--- src/hw/console_typewriter_io_map.svh ---
`ifndef CONSOLE_TYPEWRITER_IO_MAP_SVH
`define CONSOLE_TYPEWRITER_IO_MAP_SVH
// ---------------------------------------------------------------
// Widths
// ---------------------------------------------------------------
`define CHAR_W 6
`define WORD_CHARS 4'h8
`define WORD_W 48
`define ADDR_W 16
`define CNT_W 9
`define COL_W 7
`define FIFO_DEPTH 8
// ---------------------------------------------------------------
// Count field decode
// ---------------------------------------------------------------
`define CNT_TEN 9'h00A
`define CNT_HUNDRED 9'h064
`define CNT_TWO_HUNDRED 9'h0C8
`define HUNDRED_BIT 4
`define TWO_HUNDRED_BIT 5
`define OPEN_Z_CODE 6'h25
`define ZERO_CODE 6'h00
// ---------------------------------------------------------------
// Operand address inside the instruction register
// ---------------------------------------------------------------
`define OPA_HI 15
`define OPA_LO 0
// ---------------------------------------------------------------
// Carriage
// ---------------------------------------------------------------
`define RIGHT_MARGIN 7'h55
`define TAB_MASK 7'h07
`endif

--- src/hw/console_typewriter_io_pkg.sv ---
package console_typewriter_io_pkg;
  typedef enum logic [1:0] {
    PR_CHAR, PR_TAB, PR_CR
  } print_kind_t;
  typedef enum logic [1:0] {
    SEL_NONE, SEL_INSTR, SEL_R
  } entry_sel_t;
endpackage : console_typewriter_io_pkg

--- src/hw/console_typewriter_io.sv ---
`timescale 1ns/1ps
`include "console_typewriter_io_map.svh"
// Operation
// - Manual entry only while processor halted
// - Eight characters; ninth discards held eight
// - Store R at instruction operand address
// - Keyboard locked unless entry or program unlock
// - Input words fill consecutive memory locations
// - Count: tens, units, plus 100, 200
// - Open-ended code runs until stop key
// - Stop mid-word pads zeros before storing
// - Stop code never enters R or memory
// - Print counted words from operand address
// - Tab after each word unless inhibited
// - Carriage return at start, margin, end
// - Print inhibit makes print a no-op
// - Zero count: two returns, no printing
// - Indexed address, tagged halt, flag return
// - Only one manual entry target active
module console_typewriter_io (
  // Clocking
  input wire logic clk,
  input wire logic nrst,
  input wire logic ce,
  // Console controls
  input wire logic halted,
  input wire logic enterInstrBtn,
  input wire logic enterRBtn,
  input wire logic storeBtn,
  input wire logic printInhibit,
  input wire logic tabInhibit,
  input wire logic programUnlock,
  // Instruction start
  input wire logic opStart,
  input wire logic opIsPrint,
  input wire logic [`CHAR_W-1:0] countZ,
  input wire logic [`CHAR_W-1:0] countY,
  input wire logic [`ADDR_W-1:0] effAddr,
  input wire logic opTagged,
  input wire logic opFlagReturn,
  // Instruction finish
  output logic opDone,
  output logic tagHalt,
  output logic flagReturn,
  // Core memory
  output logic memReq,
  output logic memWe,
  output logic [`ADDR_W-1:0] memAddr,
  output logic [`WORD_W-1:0] memWdata,
  input wire logic [`WORD_W-1:0] memRdata,
  input wire logic memAck,
  // Keyboard
  input wire logic keyValid,
  input wire logic [`CHAR_W-1:0] keyChar,
  input wire logic keyStop,
  output logic keyReady,
  output logic keyboardLocked,
  // Printer
  output logic prValid,
  output console_typewriter_io_pkg::print_kind_t prKind,
  output logic [`CHAR_W-1:0] prChar,
  input wire logic prReady,
  // Visible registers
  output logic [`WORD_W-1:0] instrReg,
  output logic [`WORD_W-1:0] rReg
);
  import console_typewriter_io_pkg::*;

  typedef enum logic [3:0] {
    S_IDLE, S_IN, S_IN_END, S_P_CR0, S_P_FETCH, S_P_CHAR,
    S_P_TAB, S_P_CR1, S_P_CR2, S_DONE
  } state_t;

  // ---------------------------------------------------------------
  // State
  // ---------------------------------------------------------------
  state_t state_r, state_nxt;
  entry_sel_t sel_r, sel_nxt;
  logic [`WORD_W-1:0] instr_r, instr_nxt, r_r, r_nxt;
  logic [3:0] chars_r, chars_nxt;
  logic [`CNT_W-1:0] target_r, target_nxt, done_r, done_nxt;
  logic [`CNT_W-1:0] stored_r, stored_nxt;
  logic openEnd_r, openEnd_nxt, stop_r, stop_nxt;
  logic tag_r, tag_nxt, flag_r, flag_nxt;
  logic [`ADDR_W-1:0] ptr_r, ptr_nxt, memAddr_r, memAddr_nxt;
  logic [`WORD_W-1:0] memWdata_r, memWdata_nxt;
  logic memReq_r, memReq_nxt, memWe_r, memWe_nxt;
  logic prValid_r, prValid_nxt;
  print_kind_t prKind_r, prKind_nxt;
  logic [`CHAR_W-1:0] prChar_r, prChar_nxt;
  logic [`COL_W-1:0] col_r, col_nxt;
  logic opDone_r, opDone_nxt, tagHalt_r, tagHalt_nxt;
  logic flagRet_r, flagRet_nxt;
  logic keyReady_r, keyReady_nxt, locked_r, locked_nxt;
  // FIFO wiring
  logic fifoInValid, fifoInReady, fifoAFull;
  logic fifoOutValid, fifoOutReady;
  logic [`WORD_W-1:0] fifoInData, fifoOutData;
  logic [`CNT_W-1:0] decCount;
  logic decOpen, keyTake;

  // ---------------------------------------------------------------
  // Count decode
  // ---------------------------------------------------------------
  always_comb begin
    decCount = `CNT_W'(countZ[3:0]) * `CNT_TEN
      + `CNT_W'(countY[3:0])
      + (countY[`HUNDRED_BIT] ? `CNT_HUNDRED : '0)
      + (countY[`TWO_HUNDRED_BIT] ? `CNT_TWO_HUNDRED : '0);
    decOpen = (countZ == `OPEN_Z_CODE) && (countY == `ZERO_CODE);
  end

  // ---------------------------------------------------------------
  // Input word buffer
  // ---------------------------------------------------------------
  word_fifo #(.WIDTH(`WORD_W), .DEPTH(`FIFO_DEPTH)) inBuf (
    .clk(clk),
    .nrst(nrst),
    .ce(ce),
    .inValid(fifoInValid),
    .inReady(fifoInReady),
    .inData(fifoInData),
    .almostFull(fifoAFull),
    .outValid(fifoOutValid),
    .outReady(fifoOutReady),
    .outData(fifoOutData)
  );

  assign keyTake = keyValid && keyReady_r;
  assign fifoOutReady = (state_r == S_IN || state_r == S_IN_END)
    && !memReq_r;

  // ---------------------------------------------------------------
  // Next state
  // ---------------------------------------------------------------
  always_comb begin
    state_nxt = state_r;
    sel_nxt = sel_r;
    instr_nxt = instr_r;
    r_nxt = r_r;
    chars_nxt = chars_r;
    target_nxt = target_r;
    done_nxt = done_r;
    stored_nxt = stored_r;
    openEnd_nxt = openEnd_r;
    stop_nxt = stop_r;
    tag_nxt = tag_r;
    flag_nxt = flag_r;
    ptr_nxt = ptr_r;
    memAddr_nxt = memAddr_r;
    memWdata_nxt = memWdata_r;
    memReq_nxt = memReq_r;
    memWe_nxt = memWe_r;
    prValid_nxt = prValid_r;
    prKind_nxt = prKind_r;
    prChar_nxt = prChar_r;
    col_nxt = col_r;
    opDone_nxt = 1'b0;
    tagHalt_nxt = 1'b0;
    flagRet_nxt = 1'b0;
    fifoInValid = 1'b0;
    fifoInData = '0;
    if (prValid_r && prReady)
      prValid_nxt = 1'b0;
    if (memReq_r && memAck) begin
      memReq_nxt = 1'b0;
      if (memWe_r && state_r != S_IDLE) begin
        ptr_nxt = ptr_r + 1'b1;
        stored_nxt = stored_r + 1'b1;
      end
      if (!memWe_r)
        r_nxt = memRdata;
    end
    if (halted && state_r == S_IDLE) begin
      if (enterInstrBtn)
        sel_nxt = SEL_INSTR;
      else if (enterRBtn)
        sel_nxt = SEL_R;
    end
    unique case (state_r)
      S_IDLE: begin
        if (halted && keyTake && !keyStop && sel_r != SEL_NONE) begin
          chars_nxt = (chars_r == `WORD_CHARS) ? 4'h1 : chars_r + 4'h1;
          if (sel_r == SEL_INSTR)
            instr_nxt = (chars_r == `WORD_CHARS)
              ? `WORD_W'(keyChar) : {instr_r[`WORD_W-`CHAR_W-1:0], keyChar};
          else
            r_nxt = (chars_r == `WORD_CHARS)
              ? `WORD_W'(keyChar) : {r_r[`WORD_W-`CHAR_W-1:0], keyChar};
        end
        if (halted && storeBtn && !memReq_r) begin
          memReq_nxt = 1'b1;
          memWe_nxt = 1'b1;
          memAddr_nxt = instr_r[`OPA_HI:`OPA_LO];
          memWdata_nxt = r_r;
        end
        if (opStart && !halted) begin
          ptr_nxt = effAddr;
          tag_nxt = opTagged;
          flag_nxt = opFlagReturn;
          target_nxt = decCount;
          openEnd_nxt = decOpen && !opIsPrint;
          stop_nxt = 1'b0;
          done_nxt = '0;
          stored_nxt = '0;
          chars_nxt = '0;
          if (opIsPrint && printInhibit)
            state_nxt = S_DONE;
          else if (opIsPrint)
            state_nxt = S_P_CR0;
          else if (decCount == '0 && !decOpen)
            state_nxt = S_DONE;
          else
            state_nxt = S_IN;
        end
      end
      S_IN: begin
        if (keyTake && keyStop) begin
          state_nxt = S_IN_END;
          stop_nxt = 1'b1;
          if (chars_r != '0) begin
            fifoInValid = 1'b1;
            fifoInData = r_r << (`CHAR_W * (`WORD_CHARS - chars_r));
            done_nxt = done_r + 1'b1;
            r_nxt = '0;
          end
          chars_nxt = '0;
        end else if (keyTake) begin
          r_nxt = {r_r[`WORD_W-`CHAR_W-1:0], keyChar};
          chars_nxt = chars_r + 4'h1;
          if (chars_r == `WORD_CHARS - 4'h1) begin
            fifoInValid = 1'b1;
            fifoInData = {r_r[`WORD_W-`CHAR_W-1:0], keyChar};
            chars_nxt = '0;
            done_nxt = done_r + 1'b1;
            if (!openEnd_r && done_r + 1'b1 == target_r)
              state_nxt = S_IN_END;
          end
        end
      end
      S_IN_END: begin
        if (!fifoOutValid && !memReq_r && stored_r == done_r)
          state_nxt = S_DONE;
      end
      S_P_CR0: begin
        if (!prValid_r) begin
          prValid_nxt = 1'b1;
          prKind_nxt = PR_CR;
          col_nxt = '0;
          state_nxt = (target_r == '0) ? S_P_CR1 : S_P_FETCH;
        end
      end
      S_P_FETCH: begin
        if (!memReq_r && !memWe_r && chars_r == `WORD_CHARS) begin
          chars_nxt = '0;
          state_nxt = S_P_CHAR;
        end else if (!memReq_r && chars_r != `WORD_CHARS) begin
          memReq_nxt = 1'b1;
          memWe_nxt = 1'b0;
          memAddr_nxt = ptr_r;
          ptr_nxt = ptr_r + 1'b1;
          chars_nxt = `WORD_CHARS;
        end
      end
      S_P_CHAR: begin
        if (!prValid_r) begin
          prValid_nxt = 1'b1;
          if (col_r >= `RIGHT_MARGIN) begin
            prKind_nxt = PR_CR;
            col_nxt = '0;
          end else begin
            prKind_nxt = PR_CHAR;
            prChar_nxt = r_r[`WORD_W-1 -: `CHAR_W];
            r_nxt = r_r << `CHAR_W;
            col_nxt = col_r + 1'b1;
            chars_nxt = chars_r + 4'h1;
            if (chars_r == `WORD_CHARS - 4'h1) begin
              done_nxt = done_r + 1'b1;
              chars_nxt = '0;
              if (!tabInhibit)
                state_nxt = S_P_TAB;
              else if (done_r + 1'b1 == target_r)
                state_nxt = S_P_CR1;
              else
                state_nxt = S_P_FETCH;
            end
          end
        end
      end
      S_P_TAB: begin
        if (!prValid_r) begin
          prValid_nxt = 1'b1;
          prKind_nxt = PR_TAB;
          col_nxt = (col_r | `TAB_MASK) + 1'b1;
          state_nxt = (done_r == target_r) ? S_P_CR1 : S_P_FETCH;
        end
      end
      S_P_CR2, S_P_CR1: begin
        if (!prValid_r) begin
          prValid_nxt = 1'b1;
          prKind_nxt = PR_CR;
          col_nxt = '0;
          state_nxt = (state_r == S_P_CR2) ? S_P_CR1 : S_DONE;
        end
      end
      S_DONE: begin
        if (!prValid_r) begin
          opDone_nxt = 1'b1;
          tagHalt_nxt = tag_r;
          flagRet_nxt = flag_r;
          state_nxt = S_IDLE;
        end
      end
    endcase
    if (fifoOutValid && fifoOutReady) begin
      memReq_nxt = 1'b1;
      memWe_nxt = 1'b1;
      memAddr_nxt = ptr_r;
      memWdata_nxt = fifoOutData;
    end
    keyReady_nxt = (state_nxt == S_IN) ? !fifoAFull
      : (state_nxt == S_IDLE && halted && sel_nxt != SEL_NONE);
    locked_nxt = !((halted && sel_nxt != SEL_NONE && state_nxt == S_IDLE)
      || programUnlock || state_nxt == S_IN);
  end

  // ---------------------------------------------------------------
  // Registers
  // ---------------------------------------------------------------
  always_ff @(posedge clk) begin
    if (!nrst) begin
      state_r <= S_IDLE;
      sel_r <= SEL_NONE;
      instr_r <= '0;
      r_r <= '0;
      chars_r <= '0;
      target_r <= '0;
      done_r <= '0;
      stored_r <= '0;
      openEnd_r <= 1'b0;
      stop_r <= 1'b0;
      tag_r <= 1'b0;
      flag_r <= 1'b0;
      ptr_r <= '0;
      memAddr_r <= '0;
      memWdata_r <= '0;
      memReq_r <= 1'b0;
      memWe_r <= 1'b0;
      prValid_r <= 1'b0;
      prKind_r <= PR_CHAR;
      prChar_r <= '0;
      col_r <= '0;
      opDone_r <= 1'b0;
      tagHalt_r <= 1'b0;
      flagRet_r <= 1'b0;
      keyReady_r <= 1'b0;
      locked_r <= 1'b1;
    end else if (ce) begin
      state_r <= state_nxt;
      sel_r <= sel_nxt;
      instr_r <= instr_nxt;
      r_r <= r_nxt;
      chars_r <= chars_nxt;
      target_r <= target_nxt;
      done_r <= done_nxt;
      stored_r <= stored_nxt;
      openEnd_r <= openEnd_nxt;
      stop_r <= stop_nxt;
      tag_r <= tag_nxt;
      flag_r <= flag_nxt;
      ptr_r <= ptr_nxt;
      memAddr_r <= memAddr_nxt;
      memWdata_r <= memWdata_nxt;
      memReq_r <= memReq_nxt;
      memWe_r <= memWe_nxt;
      prValid_r <= prValid_nxt;
      prKind_r <= prKind_nxt;
      prChar_r <= prChar_nxt;
      col_r <= col_nxt;
      opDone_r <= opDone_nxt;
      tagHalt_r <= tagHalt_nxt;
      flagRet_r <= flagRet_nxt;
      keyReady_r <= keyReady_nxt;
      locked_r <= locked_nxt;
    end
  end

  assign opDone = opDone_r;
  assign tagHalt = tagHalt_r;
  assign flagReturn = flagRet_r;
  assign memReq = memReq_r;
  assign memWe = memWe_r;
  assign memAddr = memAddr_r;
  assign memWdata = memWdata_r;
  assign keyReady = keyReady_r;
  assign keyboardLocked = locked_r;
  assign prValid = prValid_r;
  assign prKind = prKind_r;
  assign prChar = prChar_r;
  assign instrReg = instr_r;
  assign rReg = r_r;

  // ---------------------------------------------------------------
  // Checks
  // ---------------------------------------------------------------
  a_entry_needs_halt: assert property (@(posedge clk) disable iff (!nrst)
    ce && !halted && state_r == S_IDLE |=> $stable(instr_r))
    else $error("instruction register changed while running");
  a_ninth_char_clears: assert property (@(posedge clk)
    disable iff (!nrst) ce && halted && state_r == S_IDLE && keyTake
    && !keyStop && sel_r == SEL_R && chars_r == `WORD_CHARS
    |=> r_r == `WORD_W'($past(keyChar)))
    else $error("ninth character kept old contents");
  a_store_address: assert property (@(posedge clk) disable iff (!nrst)
    ce && halted && storeBtn && !memReq_r && state_r == S_IDLE
    |=> memReq_r && memWe_r && memAddr_r == $past(instr_r[`OPA_HI:`OPA_LO]))
    else $error("store used wrong address");
  a_keyboard_lock: assert property (@(posedge clk) disable iff (!nrst)
    ce && !halted && !programUnlock && state_nxt == S_IDLE |=> locked_r)
    else $error("keyboard unlocked without cause");
  a_stop_not_data: assert property (@(posedge clk) disable iff (!nrst)
    ce && state_r == S_IN && keyTake && keyStop |=> stop_r
    && state_r == S_IN_END && chars_r == '0)
    else $error("stop code treated as data");
  a_inhibit_noop: assert property (@(posedge clk) disable iff (!nrst)
    ce && state_r == S_IDLE && opStart && !halted && opIsPrint
    && printInhibit |=> state_r == S_DONE && !prValid_r)
    else $error("inhibited print did not skip");
  a_one_target: assert property (@(posedge clk) disable iff (!nrst)
    ce && halted && state_r == S_IDLE && enterRBtn && !enterInstrBtn
    |=> sel_r == SEL_R)
    else $error("R entry not selected");
  a_done_flags: assert property (@(posedge clk) disable iff (!nrst)
    tagHalt_r || flagRet_r |-> opDone_r)
    else $error("flag without completion");
  a_tab_advance: assert property (@(posedge clk) disable iff (!nrst)
    ce && state_r == S_P_TAB && !prValid_r |=> prValid_r
    && prKind_r == PR_TAB && col_r[2:0] == 3'h0)
    else $error("tab not issued on stop");
endmodule : console_typewriter_io

--- src/hw/word_fifo.sv ---
`timescale 1ns/1ps
module word_fifo #(
  parameter int WIDTH = 48,
  parameter int DEPTH = 8
) (
  // Clocking
  input wire logic clk,
  input wire logic nrst,
  input wire logic ce,
  // Fill side
  input wire logic inValid,
  output logic inReady,
  input wire logic [WIDTH-1:0] inData,
  output logic almostFull,
  // Drain side
  output logic outValid,
  input wire logic outReady,
  output logic [WIDTH-1:0] outData
);
  localparam int AW = $clog2(DEPTH);
  logic [WIDTH-1:0] mem [DEPTH];
  logic [AW-1:0] wrPtr_r, rdPtr_r;
  logic [AW:0] count_r;
  logic push, pop;

  assign inReady = (count_r != (AW+1)'(DEPTH));
  assign outValid = (count_r != '0);
  assign almostFull = (count_r >= (AW+1)'(DEPTH - 1));
  assign outData = mem[rdPtr_r];
  assign push = inValid && inReady;
  assign pop = outValid && outReady;

  always_ff @(posedge clk) begin
    if (!nrst) begin
      wrPtr_r <= '0;
      rdPtr_r <= '0;
      count_r <= '0;
    end else if (ce) begin
      if (push) begin
        mem[wrPtr_r] <= inData;
        wrPtr_r <= wrPtr_r + 1'b1;
      end
      if (pop)
        rdPtr_r <= rdPtr_r + 1'b1;
      if (push && !pop)
        count_r <= count_r + 1'b1;
      else if (pop && !push)
        count_r <= count_r - 1'b1;
    end
  end
endmodule : word_fifo

--- config.mk ---
export PLATFORM = sky130hd
export DESIGN_NAME = console_typewriter_io
export DESIGN_NICKNAME = d
export VERILOG_FILES = /design/src/hw/console_typewriter_io_pkg.sv /design/src/hw/console_typewriter_io.sv /design/src/hw/word_fifo.sv
export VERILOG_INCLUDE_DIRS = /design/src /design/src/hw
export SDC_FILE = /design/constraint.sdc
export NUM_CORES = 1
export LEC_CHECK = 0
export ABC_CLOCK_PERIOD_IN_PS = 19200
export CORE_MARGIN = 1.5
export CORE_UTILIZATION = 30
export CTS_CLUSTER_SIZE = 10
export DETAILED_ROUTE_END_ITERATION = 16
export DONT_BUFFER_PORTS = 1
export HOLD_SLACK_MARGIN = 0.02
export SYNTH_ARGS = -nofsm -noshare
export SYNTH_HDL_FRONTEND = slang
export SYNTH_SLANG_ARGS = --single-unit
--- constraint.sdc ---
create_clock -name clk -period 19.2 [get_ports clk]
set_clock_uncertainty 0.1 [all_clocks]
set_input_delay 0.96 -clock clk [delete_from_list [all_inputs] [get_ports clk]]
set_output_delay 0.96 -clock clk [all_outputs]
set_load 0.02 [all_outputs]
==> results of run 1 <==
==> cell usage in the layout, fill, tap and decap left out, types with 7 or more instances in the layout <==
cell       synthesis  layout
xnor2_1           21      19
a31oi_1           15      15
ha_1              31      30
mux4_2           128     128
mux2i_1          149     149
nor4_1             8       8
clkbuf_1         174      42
nand2_1          249     249
nand2b_1          10      10
o31ai_1            8       8
nor3_1            44      40
a32o_1             7       7
clkbuf_16          0      78
o21ai_0           76      76
edfxtp_1         384     384
a22oi_1           20      20
dfxtp_1          252     248
a22o_1            14      14
o211ai_1          54      54
xor2_1            33      32
buf_4              8      65
and3_1            17      17
and2_1            15      15
nor2_1           269     261
nand3b_1           7       7
nand3_1           85      85
a21oi_1          215     214
o211a_1           43      43
a221oi_1          17      17
a211oi_1          90      89
nand4_1           12      12
nor2b_1            9       9
inv_1             19      19
==> area by class of cell <==
type	instances	area [µm²]	area share, %
multi-input cells	1766	13200	38.3
inverters	21	83.8	0.244
clock buffers	124	2160	6.30
flip-flops and latches	636	16600	48.3
well taps	1368	1710	4.98
diodes	4	10.0	0.0291
repair buffers	65	488	1.42
clock inverters	11	144	0.419
==> flip-flops by register name (all words and copies together) (netlist names), 6 cells and up, named ones only <==
| name | flops |
|---|---|
| rReg | 48 |
| prChar | 6 |
| inBuf.mem | 384 |
| target_r | 9 |
| col_r | 7 |
| done_r | 9 |
| memAddr | 16 |
| memWdata | 48 |
| instrReg | 48 |
| ptr_r | 16 |
| stored_r | 9 |
==> cell usage after synthesis, types with 6 or more instances <==
| cell type | n | area, µm² |
|---|---|---|
| a31oi_1 | 15 | 93.8 |
| xnor2_1 | 21 | 184 |
| nand3b_1 | 7 | 52.6 |
| edfxtp_1 | 384 | 11500 |
| nand2b_1 | 10 | 62.6 |
| nor3_1 | 44 | 220 |
| dfxtp_1 | 252 | 5040 |
| inv_1 | 19 | 71.3 |
| mux4_2 | 128 | 2880 |
| nand4_1 | 12 | 75.1 |
| nor4_1 | 8 | 50.1 |
| nand2_1 | 249 | 935 |
| ha_1 | 31 | 388 |
| o22ai_1 | 6 | 37.5 |
| o31ai_1 | 8 | 60.1 |
| mux2i_1 | 149 | 1490 |
| and2_1 | 15 | 93.8 |
| a211oi_1 | 90 | 676 |
| buf_4 | 8 | 60.1 |
| and3_1 | 17 | 106 |
| a221oi_1 | 17 | 149 |
| a32o_1 | 7 | 70.1 |
| nor2b_1 | 9 | 56.3 |
| a21boi_0 | 6 | 45.0 |
| o211ai_1 | 54 | 405 |
| a21oi_1 | 215 | 1080 |
| o21ai_0 | 76 | 380 |
| clkbuf_1 | 174 | 653 |
| a22oi_1 | 20 | 150 |
| nor4b_1 | 6 | 52.6 |
| fa_1 | 7 | 140 |
| nor2_1 | 269 | 1010 |
| buf_2 | 45 | 225 |
| a22o_1 | 14 | 123 |
| a21o_1 | 6 | 45.0 |
| nand3_1 | 85 | 425 |
| a41oi_1 | 6 | 52.6 |
| buf_1 | 11 | 41.3 |
| nor3b_1 | 6 | 45.0 |
| o211a_1 | 43 | 430 |
| xor2_1 | 33 | 289 |
==> cells by family (layout without fill, tap and decap cells) <==
group / after synthesis / count (layout) / synth area share [%]
AOI/OAI and AO/OA: 626 / 626 / 13.6
muxes: 282 / 282 / 14.5
xor gates and xnor gates: 54 / 54 / 1.54
and+or+nand+nor: 766 / 766 / 11.2
DFF: 636 / 636 / 54.1
other: 0 / 4 / 0
buffers and inverters: 259 / 221 / 3.45
adders and majority gates: 38 / 38 / 1.72
==> routing by layer <==
layer  up-vias  wire [µm]  track usage, %  share of wire, %
li1       9903          -               -                 -
met1     11034      39900            24.1                40
met2      1021      45200            29.2                45
met3       187      11800            6.78                12
met4         8       2940            5.98               2.9
met5         -         41               0             0.041
==> path summary, 6_finish.rpt <==
path,start,to,cells after the start
min,keyChar[5],instrReg[5]$_SDFFE_PN0P_,2
max reg2reg,chars_r[0]$_SDFFE_PN0P_,inBuf.mem[3][17]$_DFFE_PP_,9
min reg2reg,flag_r$_SDFFE_PN0P_,flag_r$_SDFFE_PN0P_,2
max,chars_r[0]$_SDFFE_PN0P_,inBuf.mem[3][17]$_DFFE_PP_,9
==> power by group <==
group	switching, mW	internal [mW]	total, mW
clock	0.569	0.787	1.36
combinational	0.357	0.178	0.535
sequential	0.0545	1.45	1.51
==> critical path, cell delays in order, from the launching register on <==
cell	delay (ns)
dfxtp_2	0.32
inv_1	0.32
ha_4	0.21
nand2b_1	0.38
nand2_1	0.76
inv_1	0.43
ha_1	0.52
xor2_1	0.85
nand2_1	0.66
o21ai_0	0.82
==> impl_summary.md, run 1 <==
Outcome
The run finished with clean final reports.

Clock tree
CTS saw 636 sinks. The longest clock path from root to sink contains 3 buffers. The H-tree depth reported by CTS is 3. In this run, post-CTS hold repair placed 0 buffers. TritonCTS built the clock tree.

The clock reaches the later pin of the worst-skew pair after 0.64 ns. Buffers added to address setup during post-CTS repair amount to 0. After clock tree synthesis, the clock-pin slew on the worst setup and hold paths is 0.06 ns. The number of gates resized after cts is 0. CTS placed an instance of clkbuf_16 at the clock tree root. Counting the buffers created by CTS gives 76.

Timing
For the pin with the worst max-slew slack, the measured transition is 1.22 ns. The post-route worst setup slack is 13.50 ns. The shortest period the worst path allows is 5.70 ns. On the final layout, the worst hold slack is 0.356 ns.

The final-report hold violation count is 0. The final critical path takes up 29.7% of the cycle. The achievable frequency is 0.175 GHz. For the final routed database, the setup TNS stands at 0 ns. The count of pins over their slew limit came to 0. The number of setup violations in the final report is 0. In this run the tightest slew margin relative to its limit is 17.9%. Setup repair after global routing left no endpoint under its margin.

Global routing
The total grt overflow is 0. For this run, the total global-route usage over all layers was measured as 18.7%. The initial antenna violation count was 7. The first-pass GRT wire length is 144 mm. The number of global-route vias before repair came to 21,000. The largest net degree at the start of global routing is 139.

Power
The largest voltage drop on the vdd net is 0.0666 mV. Power comes to 3.40 mW. The total power per unit cell area is 98.9 nW/µm². The leakage dissipation is 12.4 nW.

Synth
The sequential-to-total area share from yosys stat is 54.1%. Synthesis produced a netlist whose cell count is 2,661. The number of distinct standard cells referenced by the synthesized netlist is 75. The number of warnings reported in the yosys synthesis log is 0.

Synthesis inferred 636 register bits. The async set-reset flop share out of synthesis is 0%. The mean post-synth cell area is 11.5 µm².

Among all flip-flop cells after synthesis, the most frequent one is edfxtp_1. The cell area that synthesis handed to floorplanning was 30,600 µm². Yosys mapped a number of flops with a built-in enable equal to 384. The number of nets produced by synthesis is 2,799.

Worst setup path
Across all register-to-register paths, the minimum setup slack is 13.50 ns. The maximum fanout along the worst path is 26. For the worst setup path, the data required time is 19.42 ns.

The capturing element type of the critical path is a flip-flop. The data arrival time at the worst-slack endpoint is 5.92 ns. The category of the worst setup path launch point is a flip-flop. The critical path class is reg2reg.

Detailed routing
After detailed routing, the number of vias per cell comes to 5.55. Dividing the detail-routed wire length by the instance count gives 25.0 µm. For this block, the routed nets add up to 100 mm of wire. The number of violations reported at the end of detailed-routing iteration 0 is 2,402. The first TritonRoute pass finished after 7 iterations. The total DRC errors in the routed layout is 0. The remaining antenna violation count after routing is 0.

The routed layout has 22,153 vias.

Layout
The number of filler instances in the final layout is 10,167. The finished cells cover 34,400 µm². From synthesis to final layout, the design area changed by 12.1%. The final layout net count is 2,704. Cells fill 33.8% of the core in the end. The fraction of final layout cells with drive strength greater than 1 is 12.7%. The count of cells in the finished layout, fillers not included, comes to 3,995.

Place
At the placement stage, the worst setup path has a slack of 13.67 ns. The count of input and output buffers is 0. The congestion estimate from routability-driven global placement came to 0.931. After detailed placement, the total cell area comes to 32,000 µm². The cell count after placement is 3,856. The sum of net half-perimeters after detailed placement is 65.7 mm.

Flow run
The tool flagged a number of max-cap violations equal to 0.

Floorplan
The number of core rows is 117. The die width is 323 µm. For this configuration, the core starts out at a cell density of 30.2%. The core region is 102,000 µm². The die is 323 µm tall. The floorplan step defined a die boundary enclosing 104,000 µm².

The number of placed I/O pins is 276.

Min path
The worst hold path belongs to the class in2reg.
No activity file was read; power rests on OpenSTA's default activity.
==> run 2, diff against run 1 <==
--- a/config.mk
+++ b/config.mk
@@ -6,7 +6,8 @@
 export SDC_FILE = /design/constraint.sdc
 export NUM_CORES = 1
 export LEC_CHECK = 0
-export ABC_CLOCK_PERIOD_IN_PS = 19200
+export ABC_AREA = 1
+export ABC_CLOCK_PERIOD_IN_PS = 5600
 export CORE_MARGIN = 1.5
 export CORE_UTILIZATION = 30
 export CTS_CLUSTER_SIZE = 10
==> constraint.sdc (replaced) <==
create_clock -name clk -period 5.6 [get_ports clk]
set_clock_uncertainty 0.1 [all_clocks]
set_input_delay 0.28 -clock clk [delete_from_list [all_inputs] [get_ports clk]]
set_output_delay 0.28 -clock clk [all_outputs]
set_load 0.02 [all_outputs]
==> run 2 against run 1 <==
Die area about the same. Largest power group unchanged. Critical endpoint is now inBuf.mem[5][36]$_DFFE_PP_. Register-to-register slack got worse by 12 ns. Flip-flop and latch count stayed put. Synthesized cell count rose by 32%. Synthesized area is essentially flat. Global-route usage increased by 2.1 points. Final area is 3.0% higher. Maximum frequency increased by 26%. Hold slack lost 0.31 ns. Critical path depth grew 7.
==> impl_summary.md, run 2 <==
Synth
The biggest area contributor in the post-synthesis netlist is edfxtp_1. The mean post-synth cell area is 8.70 µm² (-24%). The number of nets produced by synthesis is 3,663 (+31%). The async set-reset flop share out of synthesis is 0% (unchanged). Ranked by total cell area, the synthesized netlist is headed by edfxtp_1 (38%), dfxtp_1 (16%), o21ai_0 (7.4%). The sequential-to-total area share from yosys stat is 54.0% (about the same). nand2_1 is the most common cell in the netlist.

The number of warnings reported in the yosys synthesis log came to 0 (unchanged). The area share of the largest cell type after synthesis came to 37.6% (about the same). The most used flip-flop cell after synthesis is edfxtp_1. The number of distinct standard cells referenced by the synthesized netlist was 47 (-37%). The commonest cells after synthesis are nand2_1 (549), o21ai_0 (455), nor2_1 (419). The combined area of all synthesized cells is 30,700 µm² (about the same).

The number of flip-flops and latches in the synthesized netlist came to 636 (unchanged). The synthesized netlist cell count is 3,525 (+32%). The number of enable-type register cells in the synthesized netlist was 384 (unchanged).

Power
The switching power as a share of total power is 33.4% (+4.6 points). The portion of total power attributed to sequential cells is 41.2% (-3.2 points). The total power per unit cell area came to 363 nW/µm² (+270%). The overall power is 12.8 mW (+280%). The share of total power in the clock network is 36.9% (-3.0 points). The largest voltage drop on the vdd net is 0.219 mV (+230%).

The cell internal power dissipation is 8.56 mW (+250%). The combinational cell fraction of total power is 21.9% (+6.2 points). The leakage dissipation is 12.6 nW (+1.6%). The switching power of the nets was 4.29 mW (+340%).

Detailed routing
The number of violations reported at the end of detailed-routing iteration 0 is 3,053 (+27%). The remaining antenna violation count after routing is 0 (unchanged). The total length of routed met3 wires came to 13.2 mm (+11%). Signal routing reaches up to met5.

The detailed-routed wire length on met2 is 49.2 mm (+8.7%). The first-pass detailed-route iteration total is 6 (-1). The via density per instance is 5.45 (-1.8%). The detailed-route wire length came to 112 mm (+12%).

The routed length per instance is 22.5 µm (-10%). The via total after detailed routing is 27,000 (+22%). The wire length on met1 is 45.8 mm (+15%). The total DRC errors in the routed layout is 0 (unchanged).

Timing
The final cycle utilization of the critical path is 80.7% (+51 points). The relative max-transition margin is 16.1% (-1.7 points). Setup repair after global routing left no endpoint under its margin. The smallest hold slack is 0.0486 ns (-0.307 ns).

The number of setup violations in the final report is 0 (unchanged). The shortest period the worst path allows is 4.52 ns (-1.18 ns). The measured slew at the worst slew-check pin is 1.26 ns (+0.0356 ns). The achievable frequency came to 0.221 GHz (+26%). The count of pins over their slew limit came to 0 (unchanged). The final-report hold violation count is 0 (unchanged). The final sum of negative setup slack was 0 ns (unchanged).

Min path
The min-delay analysis places its worst path in the category in2reg. The start point of the worst min-delay path is memRdata[44]. The number of stages on the worst hold path is 4 (+2).

The path with the worst hold slack has its endpoint at rReg[44]$_SDFFE_PN0P_.

Global routing
The global-route usage over all layers is 20.8% (+2.1 points). The initial antenna violation count is 21 (+14). The first-pass GRT wire length is 163 mm (+13%). The largest net degree at the start of global routing is 119 (-14%). The total grt overflow is 0 (unchanged).

The number of global-route vias before repair came to 24,963 (+19%).

Layout
The synthesis-to-finish area growth is 15.3%. The number of flip-flops in the largest register is 384 (unchanged). Leaving out fill and tap cells, the most frequent cells in the layout are nand2_1 (548), o21ai_0 (455), nor2_1 (414).

The fraction of final layout cells with drive strength greater than 1 was 6.14% (-6.6 points). The most common cell after layout, fill and taps aside is nand2_1. The final layout net count is 3,666 (+36%). The register bank with the most flops is inBuf.mem. The final core area utilization is 34.8% (+1.0 points).

Worst setup path
The maximum fanout along the worst path is 37 (+42%). The endpoint required time on the critical path was 5.79 ns (-13.63 ns). The data arrival time at the worst-slack endpoint is 4.71 ns (-1.21 ns). The critical path class is reg2reg. STA classifies the critical path startpoint as a flip-flop. The register-to-register setup slack was 1.08 ns (-12.42 ns). The startpoint identified for the worst register-to-register timing path is chars_r[0]$_SDFFE_PN0P_.

The critical register-to-register path endpoint is inBuf.mem[5][36]$_DFFE_PP_. STA classifies the critical path endpoint as a flip-flop. The number of cell instances on the worst register-to-register path is 16 (+7).

Clock tree
The TritonCTS buffer count is 77 (+1.3%). The tree is rooted in a clkbuf_16. The clock slew at the register clock pins of the worst setup and hold paths came to 0.06 ns (about the same). The worst-skew pair later-pin latency was 0.66 ns (+0.02 ns).

TritonCTS built the clock tree. The H-tree depth reported by CTS is 3 (unchanged). The largest buffer count on any clock path is 3 (unchanged). The sink count of the clock tree is 636 (unchanged).

Outcome
The run finished with clean final reports.

Floorplan
The die width is 323 µm (about the same). The starting density of the core is 30.2% (about the same). The number of placed I/O pins is 276 (unchanged). The number of core rows is 117 (unchanged). The area enclosed by the die boundary came to 104,000 µm² (about the same).

The placeable core region was 102,000 µm² (unchanged). The vertical die dimension is 323 µm (about the same).

Place
The final weighted congestion in routability-driven placement is 0.979 (+5.1%). The count of input and output buffers is 0 (unchanged). The sum of net half-perimeters after detailed placement is 73.7 mm (+12%).

Flow run
The number of max-capacitance violations reported was 0 (unchanged).
[run 2: logic make-up (layout without fill, tap and decap cells)]
kind of cell	after synthesis	count (layout)	synth area share, %
flops	636	636	54.0
simple gates	1229	1229	16.4
mux	11	11	0.359
fa+ha+maj	38	38	1.72
compound gates	1066	1066	20.3
xor+xnor	17	17	0.485
other cells	0	6	0
buf+inv	528	585	6.64
[run 2: worst max path at each step]
| stage | cells past startpoint | end | from |
|---|---|---|---|
| 6_report | 16 | inBuf.mem[5][36]$_DFFE_PP_ | chars_r[0]$_SDFFE_PN0P_ |
| 3_3_place_gp | 16 | inBuf.mem[4][36]$_DFFE_PP_ | chars_r[0]$_SDFFE_PN0P_ |
| 3_5_place_dp | 16 | inBuf.mem[4][36]$_DFFE_PP_ | chars_r[0]$_SDFFE_PN0P_ |
| 5_1_grt | 16 | inBuf.mem[7][36]$_DFFE_PP_ | chars_r[0]$_SDFFE_PN0P_ |
| 2_1_floorplan | 11 | inBuf.mem[2][0]$_DFFE_PP_ | chars_r[0]$_SDFFE_PN0P_ |
| 4_1_cts | 16 | inBuf.mem[7][36]$_DFFE_PP_ | chars_r[0]$_SDFFE_PN0P_ |
[run 2: through the flow]
step,cells,worst slack (ns),instance area (µm²)
after CTS,4950,1.17,35400
after detailed placement,4726,1.17,32100
after floorplan,3525,-0.189,30700
after global routing,4954,0.759,35400
final,4956,1.08,35400
after global placement,4726,1.24,32100
[run 2: timing repair]
| action | 4_1_cts | 5_1_grt |
|---|---|---|
| resized for setup | 0 | 0 |
| setup endpoints to repair | 0 | 0 |
| setup buffers | 0 | 0 |
| endpoints found under the hold margin | 192 | 0 |
| hold buffers | 91 | 0 |
[run 2: critical path: stages (launching register included)]
cell      delay, ns
dfxtp_2        0.60
clkinv_1       0.16
ha_1           0.25
inv_1          0.06
nor2_1         0.07
nor2_1         0.28
ha_1           0.33
nand2_1        0.11
inv_1          0.05
nor2_2         0.07
buf_4          0.29
inv_2          0.31
o211ai_1       0.20
nand2_1        0.08
a21oi_1        0.11
o21ai_0        0.15
a21boi_0       0.94
[run 2: power by group through the flow]
stage / Combinational, mW / Clock (mW) / Sequential (mW)
after detailed placement: 2.61 / 0 / 5.39
final: 2.81 / 4.74 / 5.29
after global placement: 2.62 / 0 / 5.39
after global routing: 3.07 / 5.00 / 5.30
after floorplan: 1.93 / 0 / 5.29
after CTS: 2.71 / 4.82 / 5.29
[run 2: layout make-up]
class,count,area [µm²]
Timing Repair Buffer,154,1440
Clock buffer,119,2130
Inverter,298,1130
Multi-Input combinational cell,2361,12100
Antenna cell,6,15.0
Tap cell,1368,1710
Fill cell,10445,66200
Sequential cell,636,16600
Clock inverter,14,231
[run 2: layer usage]
layer	up-vias	GRT usage, %
met5	-	0
met4	24	6.76
met3	191	7.07
met2	1320	31.8
met1	13015	27.5
li1	12450	-
